<file path="src/shared/sswd_regs.svh">
`ifndef SSWD_REGS_SVH
`define SSWD_REGS_SVH

// clock period and time base
`define SSWD_CLK_NS 8
`define SSWD_TICK_NS 1000
`define SSWD_PRE_W 8

// interval counters, in time base ticks of 1 us
`define SSWD_CNT_W 21
`define SSWD_HOLD_MS 200
`define SSWD_WDOG_MS 1600
`define SSWD_WCYC_MS 5

// glitch rejection widths
`define SSWD_SUPPLY_GLITCH_NS 30
`define SSWD_PUSH_GLITCH_NS 100
`define SSWD_FILT_W 8

// monitored line sync, no extra filtering
`define SSWD_PLAIN_CYC 1

`endif
</file>
<file path="src/shared/sswd_pkg.sv">
`include "sswd_regs.svh"

package sswd_pkg;

    // supervisor states
    typedef enum logic [1:0] {
        SSWD_POWER_LOW,
        SSWD_HOLD,
        SSWD_RUN
    } sswd_state_t;

    // glitch filter state
    typedef struct packed {
        logic [1:0] sync;
        logic level;
        logic [`SSWD_FILT_W-1:0] cnt;
    } sswd_filt_t;

    // bus condition detector state
    typedef struct packed {
        logic [2:0] sda;
        logic [2:0] scl;
    } sswd_cond_t;

    // supervisor state
    typedef struct packed {
        sswd_state_t st;
        logic [`SSWD_PRE_W-1:0] pre;
        logic [`SSWD_CNT_W-1:0] hold;
        logic [`SSWD_CNT_W-1:0] wdog;
        logic [`SSWD_CNT_W-1:0] wcyc;
        logic pin_d;
        logic wd_d;
        logic bus_open;
        logic rst_out;
        logic abort;
        logic wdog_fire;
    } sswd_top_t;

endpackage

</file>
<file path="src/hdl/sswd_bus_cond.sv">
`timescale 1ns/10ps

module sswd_bus_cond (
    input wire logic clk,
    input wire logic rst_n,
    input wire logic sda_in,
    input wire logic scl_in,
    output logic sda_level,
    output logic start_seen,
    output logic stop_seen
);

    sswd_pkg::sswd_cond_t s_q;
    sswd_pkg::sswd_cond_t s_d;

    // shift both lines through sync and one history stage
    always_comb
    begin
        s_d.sda = {s_q.sda[1:0], sda_in};
        s_d.scl = {s_q.scl[1:0], scl_in};
    end

    always_ff @(posedge clk or negedge rst_n)
    begin
        if (!rst_n)
        begin
            s_q <= '{sda: 3'h7, scl: 3'h7};
        end
        else
        begin
            s_q <= s_d;
        end
    end

    // data edges while clock high are conditions, not data
    // edge under high clock
    assign start_seen = s_q.sda[2] & ~s_q.sda[1] & s_q.scl[2] & s_q.scl[1];
    assign stop_seen = ~s_q.sda[2] & s_q.sda[1] & s_q.scl[2] & s_q.scl[1];
    assign sda_level = s_q.sda[1];

endmodule

</file>
<file path="src/hdl/sswd_filter.sv">
`timescale 1ns/10ps
`include "sswd_regs.svh"

module sswd_filter #(
    parameter int STABLE_CYC = 1,
    parameter logic RESET_LEVEL = 1'b0
) (
    input wire logic clk,
    input wire logic rst_n,
    input wire logic raw_in,
    output logic level
);

    localparam logic [`SSWD_FILT_W-1:0] STABLE_LD = `SSWD_FILT_W'(STABLE_CYC - 1);

    sswd_pkg::sswd_filt_t s_q;
    sswd_pkg::sswd_filt_t s_d;

    // two-flop sync, then level accepted after a stable run
    always_comb
    begin
        s_d = s_q;
        s_d.sync = {s_q.sync[0], raw_in};
        if (s_q.sync[1] == s_q.level)
        begin
            s_d.cnt = STABLE_LD;
        end
        else if (s_q.cnt == '0)
        begin
            s_d.level = s_q.sync[1];
            s_d.cnt = STABLE_LD;
        end
        else
        begin
            s_d.cnt = s_q.cnt - `SSWD_FILT_W'(1);
        end
    end

    always_ff @(posedge clk or negedge rst_n)
    begin
        if (!rst_n)
        begin
            s_q <= '{sync: {2{RESET_LEVEL}}, level: RESET_LEVEL, cnt: STABLE_LD};
        end
        else
        begin
            s_q <= s_d;
        end
    end

    assign level = s_q.level;

endmodule

</file>
<file path="src/hdl/sswd_top.sv">
`timescale 1ns/10ps
`include "sswd_regs.svh"

module sswd_top #(
    parameter int HOLD_TICKS = `SSWD_HOLD_MS * 1000,
    parameter int WDOG_TICKS = `SSWD_WDOG_MS * 1000,
    parameter int WCYC_TICKS = `SSWD_WCYC_MS * 1000,
    parameter bit WDOG_ON_KICK = 1'b0,
    parameter bit HAS_WP = 1'b1
) (
    input wire logic clk,
    input wire logic rst_n,
    input wire logic supply_ok,
    input wire logic pushbutton_reset_n_input,
    input wire logic watchdog_kick_input,
    input wire logic write_protect,
    input wire logic reset_pin_n_in,
    output logic reset_pin_n_out,
    output logic reset_pin_n_oe,
    output logic reset_hi_out,
    output logic reset_hi_oe,
    input wire logic sda_in,
    input wire logic scl_in,
    input wire logic write_request,
    output logic bus_enable,
    output logic mem_enable,
    output logic mem_write_enable,
    output logic bus_abort,
    output logic write_cycle_busy,
    output logic watchdog_expired
);

    // time base prescale, 1 us per tick
    localparam int TICK_CYC = `SSWD_TICK_NS / `SSWD_CLK_NS;
    localparam logic [`SSWD_PRE_W-1:0] PRE_LAST = `SSWD_PRE_W'(TICK_CYC - 1);

    // glitch widths rounded up to whole clock cycles
    localparam int SUPPLY_CYC = (`SSWD_SUPPLY_GLITCH_NS + `SSWD_CLK_NS - 1) / `SSWD_CLK_NS;
    localparam int PUSH_CYC = (`SSWD_PUSH_GLITCH_NS + `SSWD_CLK_NS - 1) / `SSWD_CLK_NS;

    // interval loads at counter width
    localparam logic [`SSWD_CNT_W-1:0] HOLD_LD = `SSWD_CNT_W'(HOLD_TICKS);
    localparam logic [`SSWD_CNT_W-1:0] WDOG_LIM = `SSWD_CNT_W'(WDOG_TICKS);
    localparam logic [`SSWD_CNT_W-1:0] WCYC_LD = `SSWD_CNT_W'(WCYC_TICKS);
    localparam logic [`SSWD_CNT_W-1:0] ONE = `SSWD_CNT_W'(1);

    sswd_pkg::sswd_top_t s_q;
    sswd_pkg::sswd_top_t s_d;

    logic supply_f;
    logic push_f;
    logic pin_f;
    logic kick_f;
    logic sda_f;
    logic start_seen;
    logic stop_seen;
    logic tick;
    logic cause;
    logic pin_fall;
    logic wd_line;
    logic wd_edge;
    logic wp_block;

    // supply comparator, low while below threshold
    // glitch rejection
    sswd_filter #(
        .STABLE_CYC(SUPPLY_CYC),
        .RESET_LEVEL(1'b0)
    ) u_supply (
        .clk(clk),
        .rst_n(rst_n),
        .raw_in(supply_ok),
        .level(supply_f)
    );

    // pushbutton input
    // debounce under 100 ns
    sswd_filter #(
        .STABLE_CYC(PUSH_CYC),
        .RESET_LEVEL(1'b1)
    ) u_push (
        .clk(clk),
        .rst_n(rst_n),
        .raw_in(pushbutton_reset_n_input),
        .level(push_f)
    );

    // reset pin read back as an input
    sswd_filter #(
        .STABLE_CYC(PUSH_CYC),
        .RESET_LEVEL(1'b0)
    ) u_pin (
        .clk(clk),
        .rst_n(rst_n),
        .raw_in(reset_pin_n_in),
        .level(pin_f)
    );

    // dedicated kick line
    // synchronised input
    sswd_filter #(
        .STABLE_CYC(`SSWD_PLAIN_CYC),
        .RESET_LEVEL(1'b0)
    ) u_kick (
        .clk(clk),
        .rst_n(rst_n),
        .raw_in(watchdog_kick_input),
        .level(kick_f)
    );

    // serial bus conditions and synchronised data line
    sswd_bus_cond u_cond (
        .clk(clk),
        .rst_n(rst_n),
        .sda_in(sda_in),
        .scl_in(scl_in),
        .sda_level(sda_f),
        .start_seen(start_seen),
        .stop_seen(stop_seen)
    );

    // event terms
    // interval tick
    assign tick = (s_q.pre == PRE_LAST);
    assign wd_line = WDOG_ON_KICK ? kick_f : sda_f;
    assign wd_edge = wd_line ^ s_q.wd_d;
    assign pin_fall = s_q.pin_d & ~pin_f;
    assign wp_block = HAS_WP & write_protect;
    assign cause = ~supply_f | ~push_f;

    // next-state of the supervisor
    always_comb
    begin
        s_d = s_q;
        s_d.abort = 1'b0;
        s_d.wdog_fire = 1'b0;
        s_d.pin_d = pin_f;
        s_d.wd_d = wd_line;
        s_d.pre = tick ? '0 : s_q.pre + `SSWD_PRE_W'(1);

        // watchdog counts ticks of silence on the watched line
        // cleared during reset
        if (s_q.rst_out || wd_edge)
        begin
            s_d.wdog = '0;
        end
        else if (tick)
        begin
            if (s_q.wdog >= WDOG_LIM - ONE)
            begin
                s_d.wdog = '0;
                s_d.wdog_fire = 1'b1;
            end
            else
            begin
                s_d.wdog = s_q.wdog + ONE;
            end
        end

        // reset state machine
        case (s_q.st)
            sswd_pkg::SSWD_POWER_LOW:
            begin
                s_d.hold = HOLD_LD;
                if (!cause)
                begin
                    s_d.st = sswd_pkg::SSWD_HOLD;
                end
            end
            sswd_pkg::SSWD_HOLD:
            begin
                if (cause)
                begin
                    s_d.st = sswd_pkg::SSWD_POWER_LOW;
                end
                else if (pin_fall)
                begin
                    s_d.hold = HOLD_LD;
                end
                else if (tick)
                begin
                    if (s_q.hold <= ONE)
                    begin
                        s_d.st = sswd_pkg::SSWD_RUN;
                        s_d.hold = '0;
                    end
                    else
                    begin
                        s_d.hold = s_q.hold - ONE;
                    end
                end
            end
            sswd_pkg::SSWD_RUN:
            begin
                if (cause)
                begin
                    s_d.st = sswd_pkg::SSWD_POWER_LOW;
                end
                else if (pin_fall || s_q.wdog_fire)
                begin
                    s_d.st = sswd_pkg::SSWD_HOLD;
                    s_d.hold = HOLD_LD;
                end
            end
            default:
            begin
                s_d.st = sswd_pkg::SSWD_POWER_LOW;
            end
        endcase

        s_d.rst_out = (s_d.st != sswd_pkg::SSWD_RUN);

        // internal write cycle runs to completion regardless of reset
        // finish running cycle
        if (s_q.wcyc != '0)
        begin
            if (tick)
            begin
                s_d.wcyc = s_q.wcyc - ONE;
            end
        end
        else if (write_request && !s_q.rst_out && !wp_block)
        begin
            s_d.wcyc = WCYC_LD;
        end

        // transaction window opened by START, closed by STOP
        // abort and refuse during reset
        if (s_q.rst_out || s_q.wcyc != '0)
        begin
            s_d.abort = s_q.bus_open & s_q.rst_out;
            s_d.bus_open = 1'b0;
        end
        else if (start_seen)
        begin
            s_d.bus_open = 1'b1;
        end
        else if (stop_seen)
        begin
            s_d.bus_open = 1'b0;
        end
    end

    always_ff @(posedge clk or negedge rst_n)
    begin
        if (!rst_n)
        begin
            s_q <= '{st: sswd_pkg::SSWD_POWER_LOW, pre: '0, hold: '0, wdog: '0, wcyc: '0,
                     pin_d: 1'b0, wd_d: ~WDOG_ON_KICK, bus_open: 1'b0, rst_out: 1'b1, abort: 1'b0,
                     wdog_fire: 1'b0};
        end
        else
        begin
            s_q <= s_d;
        end
    end

    // open-drain active-low pin, and active-high pin driven high only in reset, both from the registered reset state
    // shared source
    assign reset_pin_n_out = 1'b0;
    assign reset_pin_n_oe = s_q.rst_out;
    assign reset_hi_out = 1'b1;
    assign reset_hi_oe = s_q.rst_out;

    // memory gating
    // disabled under reset
    assign mem_enable = ~s_q.rst_out;
    assign bus_enable = s_q.bus_open;
    assign mem_write_enable = s_q.bus_open & ~wp_block;
    assign bus_abort = s_q.abort;
    assign write_cycle_busy = (s_q.wcyc != '0);
    assign watchdog_expired = s_q.wdog_fire;

endmodule

</file>
<file path="config.mk">
export PLATFORM = sky130hd
export DESIGN_NAME = sswd_top
export DESIGN_NICKNAME = d
export VERILOG_FILES = /design/src/shared/sswd_pkg.sv /design/src/hdl/sswd_bus_cond.sv /design/src/hdl/sswd_filter.sv /design/src/hdl/sswd_top.sv
export VERILOG_INCLUDE_DIRS = /design/src /design/src/shared
export SDC_FILE = /design/constraint.sdc
export NUM_CORES = 1
export LEC_CHECK = 0
export ABC_AREA = 1
export BUFFER_PORTS_ARGS = -buffer_cell sky130_fd_sc_hd__buf_2
export CAP_MARGIN = 15
export CORE_ASPECT_RATIO = 2
export CORE_MARGIN = 4
export CORE_UTILIZATION = 40
export DETAILED_ROUTE_END_ITERATION = 12
export HOLD_SLACK_MARGIN = 0.02
export PLACE_DENSITY_LB_ADDON = 0.3
export SLEW_MARGIN = 10
export SYNTH_ARGS = -nofsm -noshare
export SYNTH_HDL_FRONTEND = slang
export SYNTH_SLANG_ARGS = --single-unit
</file>
<file path="constraint.sdc">
create_clock -name clk -period 2.3 [get_ports clk]
set_input_delay 0 -clock clk [delete_from_list [all_inputs] [get_ports clk]]
set_output_delay 0 -clock clk [all_outputs]
set_load 0.05 [all_outputs]
</file>
==> metrics.md <==
| Metric | Value |
|---|---|
| DIE AREA | `18700 sq um` |
| Rows | `66` |
| Total grt overflow | `0` |
| CP Capture Type | `primary output` |
| DR pass1 iterations | `4` |
| DRC | `0` |
| FILL cells | `1639` |
| Area of the multi-input gates | `3080 sq um` |
| Synth warnings | `0` |
| Initial antenna violation count | `0` |
| Mapped Cells | `852` |
| FF+latch count, synth | `117` |
| Switching Share | `28.8%` |
| CP max stage cell | `dfrtp_1` |
| Pin count of the biggest net entering global routing | `45` |
| Clock Skews | `0.00577 ns` |
| DRT iter0 DRCs | `145` |
| Synth Area in XOR/XNOR | `5.07%` |
| Final Max Slew Viols | `0` |
| Post-synthesis adder-cell area fraction | `2.67%` |
| CTS sink count | `117` |
| Achievable frequency | `504 MHz` |
| ANT nets after route | `0` |
| Static Leakage | `0.00370 uW` |
| CTS Buffer Depth | `2` |
| Synthesis-to-layout area growth | `15.5%` |
| M2 GR Usage | `32.3%` |
| Clock transition at path regs | `0.06 ns` |
| Tmin final | `1.99 ns` |
| RSZ-0062 raised after global routing | `no` |
| H-tree levels | `4` |
| Hold Path Class | `input pin to flip-flop` |
| Final hold violations | `0` |
| Post-Syn Nets | `876` |
| Synth Flop Type | `dfrtp_1` |
| Clock latency on the worst-skew pair | `0.41 ns` |
| Pre-CTS setup slack | `0.404 ns` |
| Worst rel slew slack | `61.7%` |
| I/O Pins | `20` |
| Drt wl/cell | `12.7 um` |
| CP Data Arrival Time | `1.99 ns` |
| PD cells | `856 nW/um^2` |
| Hpwl dp | `10.4 mm` |
| Vias in the first global route | `5560` |
| Post-route setup TNS | `0 ns` |
| Most used cell, CP | `inv_1` |
| Reg power frac | `38.0%` |
| Worst path cell trace | `inv_1, ha_1, nand3_4, nor2_8, nand2_1, nor2_1, inv_1, buf_2` |
| Netlist cell types | `41` |
| Worst Setup Start Kind | `flip-flop` |
| Status | `finished, final reports clean` |
| Final cell count without fillers | `1107` |
| Share of cells above drive strength 1 | `13.0%` |
| Critical Path RT | `2.30 ns` |
| M3 GR Usage | `3.39%` |
| Final worst path period share | `86.3%` |
| Count of input and output buffers | `16` |
| CORE AREA | `16200 sq um` |
| NetSw | `1870 uW` |
| Max incr delay on CP | `0.36 ns` |
| All-Layer GR Usage | `16.3%` |
| Die width | `98.6 um` |
| Sequential area share after synthesis | `44.9%` |
| Ranking of synthesized cells by area | `dfrtp_1, nand2_1, nor2_1, dfstp_2, inv_1` |
| Post-Syn Area | `6570 sq um` |
| First-pass GRT wire length | `24.6 mm` |
| Setup violators final | `0` |
| Worst-margin pin slew | `0.574 ns` |
| Share of the synthesized area in the top cell type | `38.5%` |
| Inserted Clock Buffers | `17` |
| Post-Synth Simple-Gate Area | `33.7%` |
| Clk root buf | `clkbuf_16` |
| Dpl cells | `1069` |
| Met1 GRT Util | `15.6%` |
| Die H | `189 um` |
| Initial cell density of the core | `40.6%` |
| Final WS setup | `0.314 ns` |
| Vias per inst | `4.87` |
| Mux contribution to synthesized area | `0.171%` |
| Synth area leader | `dfrtp_1` |
| Total routed wirelength | `14.1 mm` |
| Global route hottest layer | `met2` |
| Synth Area in Compound Gates | `5.20%` |
| Mean Syn Cell Area | `7.71 sq um` |
| Peak VDD IR | `457 uV` |
| P_int | `4620 uW` |
| Critical path class | `flip-flop to primary output` |
| Final hold slack | `0.0529 ns` |
| TritonCTS clock tree | `built` |
| Main combinational cell family by area after synthesis | `simple AND/OR/NAND/NOR gates` |
| Async SR Flop Fraction | `100%` |
| Post-synth EDFFs | `0` |
| Storage element area | `2950 sq um` |
| Vias post-DR | `5387` |
| Routability congestion estimate | `0.901` |
| # diodes | `0` |
| Nets | `914` |
| Total of max-cap violations | `0` |
| Clock group share of total power | `44.0%` |
| Logic gate share of total power | `18.0%` |
| Crit-path max FO | `6` |
-- worst max-delay path: cells and delay by family, from the launching register on --
family	cells	cell delay, ns
flops	1	0.36
simple gates	4	0.56
buf+inv	3	0.40
fa+ha+maj	1	0.24
-- repair_timing --
action	in CTS	in global routing
hold buffers	6	0
buffers inserted	0	0
hold endpoints to repair	46	0
resized for setup	0	0
-- synth_stat cells (2+ instances only) --
cell type    n
a21o_1       2
a21oi_1     11
buf_2        4
buf_4        6
buf_6        3
conb_1       2
dfrtp_1    101
dfstp_2     16
ha_1        14
inv_1      107
inv_2        6
nand2_1    191
nand2_2     10
nand2_4      3
nand3_1     63
nand3_2      4
nand3b_1     3
nand4_1     26
nor2_1     156
nor2_2      12
nor2_8       3
nor3_1      11
nor3b_1      2
nor4_1       3
o21ai_0     31
o21ai_1      3
o21ai_2      2
o21bai_1     7
or2_2        2
xnor2_1      8
xor2_1      30
-- kinds of logic (layout without fill, tap and decap cells) --
family	count (synthesis)	count (layout)
adder cells (fa/ha/maj)	14	14
AO/OA/AOI/OAI	60	60
AND/OR/NAND/NOR	492	492
multiplexers	1	1
XOR/XNOR	38	38
flip-flops	117	117
other	2	2
buffers and inverters	128	179
-- metal layers --
metal / up-vias / share of wire [%]
met5: - / 0
met4: 0 / 2.2
met3: 24 / 2.0
met2: 57 / 59
met1: 2543 / 37
li1: 2763 / -
-- placed cells by master (no fill, tap or decap), types with 10 or more instances in the layout --
| cell type | instances |
|---|---|
| nand4_1 | 26 |
| nor2_1 | 156 |
| o21ai_0 | 31 |
| dfstp_2 | 16 |
| nor2_2 | 12 |
| nand2_1 | 191 |
| buf_4 | 11 |
| nand2_2 | 10 |
| dfrtp_1 | 101 |
| inv_1 | 107 |
| a21oi_1 | 11 |
| xor2_1 | 30 |
| nand3_1 | 63 |
| buf_2 | 15 |
| clkbuf_16 | 17 |
| nor3_1 | 11 |
| ha_1 | 14 |
-- state kept, by name, summed over array words and instances (netlist names), 3 cells and up --
name	flops
s_q	75
u_pin.s_q	9
u_push.s_q	9
u_supply.s_q	9
u_cond.s_d	3
-- metrics by stage --
stage | utilization, % | area, sq um | total power, uW
after floorplan | - | 6570 | 3380
after global placement | 42.6 | 6890 | 3650
after detailed placement | 42.6 | 6890 | 3670
after CTS | 46.9 | 7590 | 6580
after global routing | 46.9 | 7590 | 6860
final | 46.9 | 7590 | 6490
-- power groups by stage --
| stage | Clock [uW] | Sequential, uW | Combinational (uW) |
|---|---|---|---|
| 2_1_floorplan | 0 | 2460 | 924 |
| 3_3_place_gp | 0 | 2490 | 1160 |
| 3_5_place_dp | 0 | 2490 | 1170 |
| 4_1_cts | 2920 | 2460 | 1190 |
| 5_1_grt | 3000 | 2500 | 1350 |
| 6_report | 2860 | 2460 | 1170 |
-- path summary, 6_finish.rpt --
path | startpoint | slack (ns) | depth (start not counted) | end
max | s_q[6] | 0.31 | 8 | write_cycle_busy
min | write_protect | 0.05 | 5 | s_q[9]
max reg2reg | s_q[69] | 0.41 | 11 | s_q[50]
min reg2reg | u_supply.s_d[10] | 0.35 | 0 | u_supply.s_q[10]
max in group asynchronous | rst_n | 1.42 | 3 | u_cond.s_d[2]
min in group asynchronous | rst_n | 0.12 | 2 | s_q[37]
-- cell type report --
class,instances,area share [%]
Multi-Input combinational cell,607,40.6
Timing Repair Buffer,33,3.13
Sequential cell,117,38.9
Inverter,114,5.64
Clock buffer,24,6.48
Tap cell,204,3.36
Clock inverter,8,1.91
Note: power is estimated with default switching activity, not from simulation.
